**config.mk**
```make
export PLATFORM = sky130hd
export DESIGN_NAME = mgx_cfg_access
export DESIGN_NICKNAME = d
export VERILOG_FILES = /design/src/rtl/mgx_pkg.sv /design/src/rtl/mgx_cfg_if.sv /design/src/rtl/mgx_cfg_regfile.sv /design/src/rtl/mgx_cfg_access.sv
export VERILOG_INCLUDE_DIRS = /design/src /design/src/rtl
export SDC_FILE = /design/constraint.sdc
export NUM_CORES = 2
export LEC_CHECK = 0
export ABC_AREA = 1
export BUFFER_PORTS_ARGS = -buffer_cell sky130_fd_sc_hd__buf_2
export CORE_AREA = 2 2 339 341
export CTS_BUF_LIST = sky130_fd_sc_hd__clkbuf_2 sky130_fd_sc_hd__clkbuf_4 sky130_fd_sc_hd__clkbuf_8
export DETAILED_ROUTE_END_ITERATION = 8
export DIE_AREA = 0 0 341 343
export PLACE_DENSITY = 0.72
export SLEW_MARGIN = 20
export SYNTH_ARGS = -nofsm -noshare
export SYNTH_HDL_FRONTEND = slang
export SYNTH_SLANG_ARGS = --single-unit
```
**constraint.sdc**
```tcl
create_clock -name clk -period 59.4 [get_ports clk]
set_clock_uncertainty 0.15 [all_clocks]
set_input_delay 17.82 -clock clk [delete_from_list [all_inputs] [get_ports clk]]
set_output_delay 17.82 -clock clk [all_outputs]
set_load 0.03 [all_outputs]
```
**src/rtl/mgx_cfg_regs.svh**
```systemverilog
`ifndef MGX_CFG_REGS_SVH
`define MGX_CFG_REGS_SVH

// Instruction codes
`define MGX_OP_READ_EE 8'h25
`define MGX_OP_WRITE 8'h31
`define MGX_OP_MASKED 8'h32
`define MGX_OP_READ_REG 8'h33
`define MGX_OP_READ_ALL 8'h34
`define MGX_OP_LOAD 8'h35

// Register space
`define MGX_NUM_REGS 102
`define MGX_LAST_ADDR 8'h65
`define MGX_FIRST_ADDR 8'h00
`define MGX_SLAVE_LO 8'h0C
`define MGX_SLAVE_HI 8'h13
`define MGX_PROT_LO 8'h60
`define MGX_PROT_HI 8'h65

`endif

```
**src/rtl/mgx_pkg.sv**
```systemverilog
`include "mgx_cfg_regs.svh"

package mgx_pkg;

    typedef enum logic [2:0] {
        ST_IDLE, ST_CODE, ST_ADDR, ST_WDATA, ST_WMASK, ST_WMDATA, ST_LOAD,
        ST_SKIP
    } mgx_state_t;

    typedef enum logic [1:0] {
        OP_WRITE, OP_MASKED, OP_READ_EE, OP_READ_REG
    } mgx_op_t;

    typedef enum logic [1:0] {
        SRC_NONE, SRC_EE, SRC_REG
    } mgx_src_t;

    typedef logic [`MGX_NUM_REGS-1:0][7:0] mgx_bytes_t;

    typedef struct packed {
        mgx_state_t state;
        mgx_op_t op;
        mgx_src_t rd_src;
        logic [7:0] addr;
        logic [7:0] mask;
        logic [7:0] tx_data;
        logic tx_valid;
        logic load;
    } mgx_cmd_state_t;

    typedef struct packed {
        mgx_bytes_t master;
        mgx_bytes_t slave;
        logic upd;
        logic [7:0] upd_addr;
    } mgx_reg_state_t;

    function automatic logic is_slave(input logic [7:0] a);
        return a >= `MGX_SLAVE_LO && a <= `MGX_SLAVE_HI;
    endfunction

    function automatic logic is_prot(input logic [7:0] a);
        return a >= `MGX_PROT_LO && a <= `MGX_PROT_HI;
    endfunction

endpackage

```
**src/rtl/mgx_cfg_if.sv**
```systemverilog
`timescale 1ns/1ps

interface mgx_cfg_if;
    logic wr_en;
    logic [7:0] wr_addr;
    logic [7:0] wr_data;
    logic [7:0] wr_mask;
    logic load;
    logic [7:0] rd_addr;
    logic [7:0] rd_data;

    modport cmd (
        output wr_en, wr_addr, wr_data, wr_mask, load, rd_addr,
        input rd_data
    );
    modport regs (
        input wr_en, wr_addr, wr_data, wr_mask, load, rd_addr,
        output rd_data
    );
endinterface

```
**src/rtl/mgx_cfg_regfile.sv**
```systemverilog
`timescale 1ns/1ps
`include "mgx_cfg_regs.svh"

module mgx_cfg_regfile (
    // Clock and synchronised reset
    input wire logic clk,
    input wire logic rst_n,
    // Command side
    mgx_cfg_if.regs cfg,
    // Operational values
    output mgx_pkg::mgx_bytes_t cfg_live,
    output logic cfg_upd,
    output logic [7:0] cfg_upd_addr
);
    mgx_pkg::mgx_reg_state_t s;
    mgx_pkg::mgx_reg_state_t next_s;
    logic wr_ok;

    assign wr_ok = cfg.wr_en && cfg.wr_addr <= `MGX_LAST_ADDR
                   && !mgx_pkg::is_prot(cfg.wr_addr);

    always_comb begin
        next_s = s;
        next_s.upd = 1'b0;
        if (wr_ok) begin
            // Mask bit 1 keeps the old bit, 0 takes the data bit
            next_s.master[cfg.wr_addr] = (s.master[cfg.wr_addr] & cfg.wr_mask)
                | (cfg.wr_data & ~cfg.wr_mask);
            if (!mgx_pkg::is_slave(cfg.wr_addr)) begin
                next_s.upd = 1'b1;
                next_s.upd_addr = cfg.wr_addr;
            end
        end
        if (cfg.load) begin
            for (int i = 0; i < `MGX_NUM_REGS; i++) begin
                if (mgx_pkg::is_slave(8'(i))) begin
                    next_s.slave[i] = s.master[i];
                end
            end
        end
    end

    always_ff @(posedge clk or negedge rst_n) begin
        if (!rst_n) begin
            s <= '0;
        end else begin
            s <= next_s;
        end
    end

    // Paired registers run from the slave copy, the rest at once
    for (genvar g = 0; g < `MGX_NUM_REGS; g++) begin : g_live
        assign cfg_live[g] = mgx_pkg::is_slave(8'(g)) ? s.slave[g]
                                                      : s.master[g];
    end

    assign cfg.rd_data = (cfg.rd_addr <= `MGX_LAST_ADDR)
                         ? s.master[cfg.rd_addr] : 8'h00;
    assign cfg_upd = s.upd;
    assign cfg_upd_addr = s.upd_addr;

    chk_slave_hold: assert property (@(posedge clk) disable iff (!rst_n)
        cfg.wr_en && !cfg.load && mgx_pkg::is_slave(cfg.wr_addr)
        |=> cfg_live[$past(cfg.wr_addr)] == $past(cfg_live[cfg.wr_addr]))
        else $error("Slave copy changed by a write");

    chk_mask_merge: assert property (@(posedge clk) disable iff (!rst_n)
        wr_ok |=> s.master[$past(cfg.wr_addr)] ==
        (($past(s.master[cfg.wr_addr]) & $past(cfg.wr_mask))
         | ($past(cfg.wr_data) & ~$past(cfg.wr_mask))))
        else $error("Masked merge wrong");

    chk_prot_keep: assert property (@(posedge clk) disable iff (!rst_n)
        cfg.wr_en && mgx_pkg::is_prot(cfg.wr_addr)
        |=> s.master[$past(cfg.wr_addr)] == $past(s.master[cfg.wr_addr]))
        else $error("Protected register was written");

    chk_upd_pulse: assert property (@(posedge clk) disable iff (!rst_n)
        wr_ok && !mgx_pkg::is_slave(cfg.wr_addr)
        |=> (cfg_upd && cfg_upd_addr == $past(cfg.wr_addr))
            ##1 (!cfg_upd
                 || $past(wr_ok && !mgx_pkg::is_slave(cfg.wr_addr))))
        else $error("Master-only update pulse missing");

endmodule // mgx_cfg_regfile

```
**src/rtl/mgx_cfg_access.sv**
```systemverilog
`timescale 1ns/1ps
`include "mgx_cfg_regs.svh"

module mgx_cfg_access (
    // Clock and reset
    input wire logic clk,
    input wire logic rst_n,
    // Byte link from the bus slave front end
    input wire logic xfer_start,
    input wire logic xfer_read,
    input wire logic xfer_stop,
    input wire logic rx_valid,
    input wire logic [7:0] rx_data,
    input wire logic tx_req,
    output logic tx_valid,
    output logic [7:0] tx_data,
    // Stored image read port
    output logic [7:0] ee_addr,
    input wire logic [7:0] ee_data,
    // Configuration outputs
    output mgx_pkg::mgx_bytes_t cfg_live,
    output logic cfg_upd,
    output logic [7:0] cfg_upd_addr,
    output logic load_done
);
    logic rst_meta_n;
    logic rst_sync_n;
    mgx_pkg::mgx_cmd_state_t s;
    mgx_pkg::mgx_cmd_state_t next_s;
    mgx_cfg_if cfg ();

    always_ff @(posedge clk or negedge rst_n) begin
        if (!rst_n) begin
            rst_meta_n <= 1'b0;
            rst_sync_n <= 1'b0;
        end else begin
            rst_meta_n <= 1'b1;
            rst_sync_n <= rst_meta_n;
        end
    end

    always_comb begin
        next_s = s;
        next_s.tx_valid = 1'b0;
        next_s.load = 1'b0;
        if (xfer_start) begin
            // Read transactions keep the source set up by the last write
            next_s.state = xfer_read ? mgx_pkg::ST_IDLE : mgx_pkg::ST_CODE;
        end else if (xfer_stop) begin
            if (s.state == mgx_pkg::ST_LOAD) begin
                next_s.load = 1'b1;
            end
            next_s.state = mgx_pkg::ST_IDLE;
        end else if (rx_valid) begin
            case (s.state)
                mgx_pkg::ST_CODE: begin
                    next_s.rd_src = mgx_pkg::SRC_NONE;
                    next_s.state = mgx_pkg::ST_ADDR;
                    case (rx_data)
                        `MGX_OP_READ_EE: next_s.op = mgx_pkg::OP_READ_EE;
                        `MGX_OP_WRITE: next_s.op = mgx_pkg::OP_WRITE;
                        `MGX_OP_MASKED: next_s.op = mgx_pkg::OP_MASKED;
                        `MGX_OP_READ_REG: next_s.op = mgx_pkg::OP_READ_REG;
                        `MGX_OP_READ_ALL: begin
                            next_s.addr = `MGX_FIRST_ADDR;
                            next_s.rd_src = mgx_pkg::SRC_REG;
                            next_s.state = mgx_pkg::ST_IDLE;
                        end
                        `MGX_OP_LOAD: next_s.state = mgx_pkg::ST_LOAD;
                        default: next_s.state = mgx_pkg::ST_SKIP;
                    endcase
                end
                mgx_pkg::ST_ADDR: begin
                    next_s.addr = rx_data;
                    case (s.op)
                        mgx_pkg::OP_WRITE: next_s.state = mgx_pkg::ST_WDATA;
                        mgx_pkg::OP_MASKED: next_s.state = mgx_pkg::ST_WMASK;
                        mgx_pkg::OP_READ_EE: begin
                            next_s.rd_src = mgx_pkg::SRC_EE;
                            next_s.state = mgx_pkg::ST_IDLE;
                        end
                        default: begin
                            next_s.rd_src = mgx_pkg::SRC_REG;
                            next_s.state = mgx_pkg::ST_IDLE;
                        end
                    endcase
                end
                mgx_pkg::ST_WDATA: next_s.addr = s.addr + 8'h01;
                mgx_pkg::ST_WMASK: begin
                    next_s.mask = rx_data;
                    next_s.state = mgx_pkg::ST_WMDATA;
                end
                mgx_pkg::ST_WMDATA: begin
                    next_s.addr = s.addr + 8'h01;
                    next_s.state = mgx_pkg::ST_WMASK;
                end
                mgx_pkg::ST_LOAD: next_s.state = mgx_pkg::ST_SKIP;
                default: next_s.state = s.state;
            endcase
        end else if (tx_req) begin
            next_s.tx_valid = 1'b1;
            case (s.rd_src)
                mgx_pkg::SRC_EE: next_s.tx_data = ee_data;
                mgx_pkg::SRC_REG: next_s.tx_data = cfg.rd_data;
                default: next_s.tx_data = 8'h00;
            endcase
            if (s.rd_src != mgx_pkg::SRC_NONE) begin
                next_s.addr = s.addr + 8'h01;
            end
        end
    end

    always_ff @(posedge clk or negedge rst_sync_n) begin
        if (!rst_sync_n) begin
            s <= '0;
        end else begin
            s <= next_s;
        end
    end

    // Write strobe is taken in the same cycle as the data byte
    assign cfg.wr_en = rx_valid && !xfer_start && !xfer_stop
                       && (s.state == mgx_pkg::ST_WDATA
                           || s.state == mgx_pkg::ST_WMDATA);
    assign cfg.wr_addr = s.addr;
    assign cfg.wr_data = rx_data;
    assign cfg.wr_mask = (s.state == mgx_pkg::ST_WMDATA) ? s.mask : 8'h00;
    assign cfg.load = s.load;
    assign cfg.rd_addr = s.addr;

    mgx_cfg_regfile u_regfile (
        .clk(clk),
        .rst_n(rst_sync_n),
        .cfg(cfg),
        .cfg_live(cfg_live),
        .cfg_upd(cfg_upd),
        .cfg_upd_addr(cfg_upd_addr)
    );

    assign tx_valid = s.tx_valid;
    assign tx_data = s.tx_data;
    assign ee_addr = s.addr;
    assign load_done = s.load;

    chk_read_advance: assert property (@(posedge clk) disable iff (!rst_sync_n)
        tx_req && !xfer_start && !xfer_stop && !rx_valid
        && s.rd_src != mgx_pkg::SRC_NONE
        |=> s.addr == $past(s.addr) + 8'h01 && tx_valid)
        else $error("Read address did not advance");

    chk_ee_source: assert property (@(posedge clk) disable iff (!rst_sync_n)
        tx_req && !xfer_start && !xfer_stop && !rx_valid
        && s.rd_src == mgx_pkg::SRC_EE |=> tx_data == $past(ee_data))
        else $error("Stored image byte not returned");

    chk_readall_zero: assert property (@(posedge clk) disable iff (!rst_sync_n)
        rx_valid && !xfer_start && !xfer_stop && s.state == mgx_pkg::ST_CODE
        && rx_data == `MGX_OP_READ_ALL
        |=> s.addr == `MGX_FIRST_ADDR && s.rd_src == mgx_pkg::SRC_REG)
        else $error("Read-all did not start at zero");

    chk_load_on_stop: assert property (@(posedge clk) disable iff (!rst_sync_n)
        xfer_stop && !xfer_start && s.state == mgx_pkg::ST_LOAD
        |=> load_done ##1 !load_done)
        else $error("Load not issued once at stop");

    chk_load_cause: assert property (@(posedge clk) disable iff (!rst_sync_n)
        load_done |-> $past(xfer_stop) && $past(s.state) == mgx_pkg::ST_LOAD)
        else $error("Load without a bare load instruction");

    chk_stop_idle: assert property (@(posedge clk) disable iff (!rst_sync_n)
        xfer_stop && !xfer_start |=> s.state == mgx_pkg::ST_IDLE)
        else $error("Stop did not end the transaction");

    chk_half_pair: assert property (@(posedge clk) disable iff (!rst_sync_n)
        s.state == mgx_pkg::ST_WMASK |-> !cfg.wr_en)
        else $error("Mask byte alone caused a write");

    chk_plain_write: assert property (@(posedge clk) disable iff (!rst_sync_n)
        rx_valid && !xfer_start && !xfer_stop && s.state == mgx_pkg::ST_WDATA
        |-> cfg.wr_en && cfg.wr_mask == 8'h00
        ##1 s.addr == $past(s.addr) + 8'h01)
        else $error("Plain write byte not stored");

endmodule // mgx_cfg_access

```
# Word level (Yosys, flattened, before mapping)
# Cells that the tools add are included.
# totals
out_inout_bits	843
latchBits	0
romBits	0
n_memories	0
input_bits	23
mem_bits_rw	0
word_cells	218
reg_bits	924
# classes
multipliers	0
shift	0
muxes	32
n_eq_ne	19
n_lt_le_gt_ge	6
add_sub_neg	1
div_mod_pow	0
n_reduce_logical	30
bitwise	8
# op_table
cell	n
bitwise mux 816 bit	1
binary-select mux 8 bit (select 7 bit)	1
demux 8 bit (select 7 bit)	1
two-way mux 8 bit	7
equality test 8 x 6 -> 1 bit (second input constant)	6
case mux 8 bit (3 select lines)	1
two-way mux 9 bit	2
bitwise AND 8 bit	2
case mux 8 bit (2 select lines)	1
case mux 3 bit (5 select lines)	1
two-way mux 10 bit	1
AND reduction 5 bit	2
equality test 3 bit (second input constant)	3
case mux 3 bit (3 select lines)	1
adder 8 x 1 -> 8 bit (second input constant)	1
>= comparator 8 x 1 -> 1 bit (second input constant)	1
>= comparator 8 x 4 -> 1 bit (second input constant)	1
>= comparator 8 x 7 -> 1 bit (second input constant)	1
<= comparator 8 x 5 -> 1 bit (second input constant)	1
<= comparator 8 x 7 -> 1 bit (second input constant)	1
logical AND 1 bit	8
< comparator 8 bit (second input constant)	1
inverter 8 bit	1
bitwise OR 8 bit	1
27 further kinds	49

# Logic depth before layout (Yosys ltp)
# depth
depth_word	7
mapped_depth	17
ltp_nobuf	14

# Cells and area by module
# From an unflattened synthesis, not the netlist that was laid out.
# hier_totals
hier_cells	8791
area_unflattened_um2	59996.3
# modules_own_cells
mod	area_each_um2	n_inst	cells_per_inst	seq_area_each_um2
mgx_cfg_regfile	57811.7	1	8497	22246.3
mgx_cfg_access	2184.6	1	294	875.8

# Least setup slack after synthesis
# No wires, ideal clock.
# synth_path
kind	input-to-reg
from	input xfer_start
to	register u_regfile.s, in the netlist u_regfile.cfg_live[319]
arrival_ns	19.318
cell_stages	11
t_required_ns	59.167
setup_ns	0.083
path_slack_ns	39.849
n_path_buf	2
path_cell_list	nor2_2 nand2_1 inv_1 nand4_2 nor2_2 nand2_1 buf_2 nor2_1 buf_2 nand3_1 o21ai_0
# synth_via
elab_chain_len	6
# synth_lines
item	line	rtl
from (decl)	mgx_cfg_access.sv:9	input wire logic xfer_start,
zero test 1 bit	mgx_cfg_access.sv:122	assign cfg.wr_en = rx_valid && !xfer_start && !xfer_stop
logical AND 1 bit (2 in a row)	mgx_cfg_access.sv:122	
logical AND 1 bit	mgx_cfg_access.sv:123	&& (s.state == mgx_pkg::ST_WDATA
logical AND 1 bit (no source line)	-	
logical AND 1 bit	mgx_cfg_regfile.sv:19	assign wr_ok = cfg.wr_en && cfg.wr_addr <= `MGX_LAST_ADDR
to (signal assigned)	mgx_cfg_regfile.sv:47	s <= next_s;
to (decl)	mgx_cfg_regfile.sv:15	mgx_pkg::mgx_reg_state_t s;
# No other way between the ends.
# A chain may end at the register's enable or synchronous reset.

# Worst setup path in the final report
# layout_path
from	input xfer_start
to	register u_regfile.s, in the netlist u_regfile.cfg_live[710]
# Same word-level chain as after synthesis.

==> impl_metrics.ini <==
[synth]
area_of_the_mapped_netlist_um2 = 51800
ys_warn_count = 0
synth.lib_cells_used.distinct = 47
synth_top_cell_by_area = sky130_fd_sc_hd__dfrtp_1
syn_area_per_cell_um2 = 7.72
synth.top_cells.by_area = sky130_fd_sc_hd__dfrtp_1 45%, sky130_fd_sc_hd__buf_4 13%, sky130_fd_sc_hd__nand3_1 11%
portion_of_synthesized_cell_area_occupied_by_the_leading_cell_type_pct = 44.6
post_synthesis_net_count = 6749
synthCells = 6719
number_of_synthesized_register_bits = 924
synth_edf_count = 0
ys.flop_type = sky130_fd_sc_hd__dfrtp_1
asyncSetResetFlopFracSynth_pct = 100
synth_seq_area_share_pct = 44.6

[clock_tree]
cts_tree = done
number_of_buffers_on_the_longest_clock_path = 3
clk_pin_slew_worst_paths_ps = 60
cts-buffers-inserted = 160
cts_repair_resize_count = 0
numClockSinks = 924
postCtsSetupBuffers = 0
cts_hold_buf = 0
clk_latency_ps = 900
cts_root_buf = sky130_fd_sc_hd__clkbuf_8
h-tree-depth = 4

[routing]
detailroute.via_count = 45900
drt-total-wl_um = 201000
detail_route.vias_per_cell = 5.65
drt_first_iter_violations = 5838
drc = 0
routed_wire_length_per_instance_um = 24.8
detail_route.first_pass.iterations = 6
antenna_left = 0

[placement]
dpl_worst_slack_ps = 38030
detailedPlacementHpwl_um = 137000
portBuffers = 865
globalplace.congestion = 0.923

[critical_path]
timing.critical_path.from_type = input port
critical_path_required_ps = 60020
largest_fanout_of_any_net_on_the_critical_path = 16
cp-end-kind = flop
cp_data_arrival_time_ps = 21250
worst_setup_path_category = in -> reg
worst_r2r_path_depth = 16

[die]
fp.dieArea_um2 = 117000
fp.coreArea_um2 = 113000
fp.dieW_um = 341
die_y_um = 343
ioPinCount = 866
start_util_pct = 45.7
placementRows = 124

[run_status]
status = complete, no violations

[sta]
max_freq_mhz = 48.5
worst_slew_margin_pct = 21.0
final-max-slew-violation-count = 0
setup_violations = 0
tightestPinTransition_ps = 1180
layout_setup_ws_ps = 38770
rsz0062_at_grt = false
post_route_setup_tns_ps = 0
post_route_clock_period_utilization_pct = 34.7
hold_viol = 0
fin_crit_ps = 20630

[global_routing]
grt_max_degree = 151
grt_antenna_before_repair = 14
track_usage_pct = 33.3
number_of_global_route_vias_before_repair = 42400
global_route.overflow_total = 0
first_pass_grt_wire_length_um = 288000

[worst_hold_path]
hold_class = reg -> reg
hold_path_depth = 0

[final_layout]
final_nets = 6520
area.growth.synth_to_final_pct = 2.84
final_layout_size_suffix_gt1_share_pct = 19.6
multi_input_comb_area_um2 = 17000
sequential_cell_area_um2 = 23100
fill_cells = 11100

[flow_run]
drv.max_cap_violation_count = 0

[pwr]
vdd_drop_max_v = 0.0000339
pwr_density_cell_nw_per_um2 = 35.1
p_leak_nw = 25.3
==> path summary, 6_finish.rpt <==
| path | startpoint | end | slack [ps] |
|---|---|---|---|
| worst min register to register | rst_meta_n$_DFF_PN0_ | rst_sync_n$_DFF_PN0_ | 200 |
| max in group asynchronous | rst_n | rst_sync_n$_DFF_PN0_ | 42420 |
| min in group asynchronous | rst_sync_n$_DFF_PN0_ | u_regfile.cfg_live[229]$_DFFE_PN0P_ | 220 |
| worst max register to register | ee_addr[0]$_DFFE_PN0P_ | u_regfile.cfg_live[731]$_DFFE_PN0P_ | 51810 |
| worst min-delay path | rst_meta_n$_DFF_PN0_ | rst_sync_n$_DFF_PN0_ | 200 |
| worst max-delay path | xfer_start | u_regfile.cfg_live[710]$_DFFE_PN0P_ | 38770 |
==> area by class of cell <==
| class | instances | share of cell area (%) |
|---|---|---|
| inverter | 823 | 5.83 |
| multi-input combinational | 3657 | 31.9 |
| sequential | 924 | 43.4 |
| clock inverter | 23 | 0.413 |
| antenna | 3 | 0.0141 |
| tap | 1512 | 3.55 |
| clock buffer | 257 | 5.88 |
| timing repair buffer | 924 | 9.00 |
==> layout by cell type, fill, tap and decap left out, types with 3 or more instances in the layout <==
cell and n:
sky130_fd_sc_hd__a21oi_1 76, sky130_fd_sc_hd__a21oi_2 8, sky130_fd_sc_hd__a31oi_1 4, sky130_fd_sc_hd__buf_2 865, sky130_fd_sc_hd__buf_4 56, sky130_fd_sc_hd__clkbuf_4 64, sky130_fd_sc_hd__clkbuf_8 193, sky130_fd_sc_hd__clkinv_2 9
sky130_fd_sc_hd__clkinv_8 4, sky130_fd_sc_hd__clkinvlp_4 3, sky130_fd_sc_hd__dfrtp_1 921, sky130_fd_sc_hd__dfrtp_4 3, sky130_fd_sc_hd__diode_2 3, sky130_fd_sc_hd__ha_1 7, sky130_fd_sc_hd__inv_1 814, sky130_fd_sc_hd__inv_2 4
sky130_fd_sc_hd__inv_6 4, sky130_fd_sc_hd__nand2_1 1133, sky130_fd_sc_hd__nand2_4 8, sky130_fd_sc_hd__nand3_1 1153, sky130_fd_sc_hd__nand3_2 3, sky130_fd_sc_hd__nand3_4 8, sky130_fd_sc_hd__nand4_1 19, sky130_fd_sc_hd__nor2_1 278
sky130_fd_sc_hd__nor2_2 46, sky130_fd_sc_hd__nor2_4 4, sky130_fd_sc_hd__nor3_1 10, sky130_fd_sc_hd__o211ai_1 12, sky130_fd_sc_hd__o21ai_0 590, sky130_fd_sc_hd__o21ai_1 267, sky130_fd_sc_hd__o22ai_1 4
==> where the power goes <==
part	leakage [nW]	internal, mW	total (mW)	switching [mW]
registers	8.88	0.653	0.680	0.0268
logic	14.6	0.120	0.570	0.450
clock network	1.79	0.339	0.622	0.283
==> flip-flops by register name, indices dropped and copies added, names as in the netlist <==
| register | cells |
|---|---|
| u_regfile.cfg_live | 816 |
| u_regfile.s | 64 |
| s | 15 |
| ee_addr | 8 |
| tx_data | 8 |
| u_regfile.cfg_upd_addr | 8 |
| load_done | 1 |
| rst_meta_n | 1 |
| rst_sync_n | 1 |
| tx_valid | 1 |
| u_regfile.cfg_upd | 1 |
==> critical path, stage by stage <==
cell and delay [ps]:
sky130_fd_sc_hd__buf_2 120, sky130_fd_sc_hd__nor2_2 350, sky130_fd_sc_hd__nand2_1 210, sky130_fd_sc_hd__inv_1 150, sky130_fd_sc_hd__nand4_2 130, sky130_fd_sc_hd__inv_2 130
sky130_fd_sc_hd__nand3_2 780, sky130_fd_sc_hd__nor2_1 1260, sky130_fd_sc_hd__nand3_1 160, sky130_fd_sc_hd__o21ai_0 130
==> cell families (layout without fill, tap and decap cells) <==
| group | count (synthesis) | after routing | share of synthesized area [%] |
|---|---|---|---|
| AO/OA/AOI/OAI | 973 | 973 | 9.60 |
| XOR/XNOR | 3 | 3 | 0.0507 |
| adder cells (fa/ha/maj) | 7 | 7 | 0.169 |
| buffers and inverters | 2138 | 2027 | 22.9 |
| flip-flops | 924 | 924 | 44.6 |
| multiplexers | 1 | 1 | 0.0193 |
| other | 1 | 4 | 0.00723 |
| AND/OR/NAND/NOR | 2672 | 2672 | 22.6 |
==> routing by layer <==
layer / vias up / GRT usage, % / share of wire (%)
li1: 20100 / - / -
met1: 21700 / 42.7 / 37
met2: 3411 / 49.2 / 43
met3: 629 / 11.6 / 14
met4: 18 / 18.4 / 6.2
met5: - / 0 / 0.058
==> through the flow <==
stage	cells	total power, mW	area [um2]	hold WS [ps]	util [%]
floorplan	6719	1.05	51800	181	-
global placement	7840	1.24	49900	183	44.0
detailed placement	7840	1.24	49900	192	44.0
CTS	8120	1.86	53300	206	47.0
global route	8122	1.93	53300	210	47.0
finish	8123	1.87	53300	202	47.0
==> cell usage after synthesis (2+ instances only) <==
cell                       instances
sky130_fd_sc_hd__xor2_1            2
sky130_fd_sc_hd__dfrtp_1         924
sky130_fd_sc_hd__inv_4             2
sky130_fd_sc_hd__a21oi_1          76
sky130_fd_sc_hd__nor2_4            3
sky130_fd_sc_hd__a31oi_1           4
sky130_fd_sc_hd__nand2_2           2
sky130_fd_sc_hd__nor3_1           10
sky130_fd_sc_hd__nand4_1          19
sky130_fd_sc_hd__nand3_1        1156
sky130_fd_sc_hd__ha_1              7
sky130_fd_sc_hd__clkinv_1          2
sky130_fd_sc_hd__nor4_1            2
sky130_fd_sc_hd__inv_2             5
sky130_fd_sc_hd__buf_1            56
sky130_fd_sc_hd__buf_4           882
sky130_fd_sc_hd__a22oi_1           2
sky130_fd_sc_hd__nand3_2           8
sky130_fd_sc_hd__clkbuf_1        123
sky130_fd_sc_hd__nor2_2           29
sky130_fd_sc_hd__o21ai_1         267
sky130_fd_sc_hd__o22ai_1           4
sky130_fd_sc_hd__o21ai_0         590
sky130_fd_sc_hd__a211oi_1          2
sky130_fd_sc_hd__buf_2           216
sky130_fd_sc_hd__a21oi_2           8
sky130_fd_sc_hd__nand2_1        1141
sky130_fd_sc_hd__o21a_1            2
sky130_fd_sc_hd__nor2_1          296
sky130_fd_sc_hd__o211ai_1         12
sky130_fd_sc_hd__inv_1           814
sky130_fd_sc_hd__buf_6            38
Note: power is estimated with default switching activity, not from simulation.
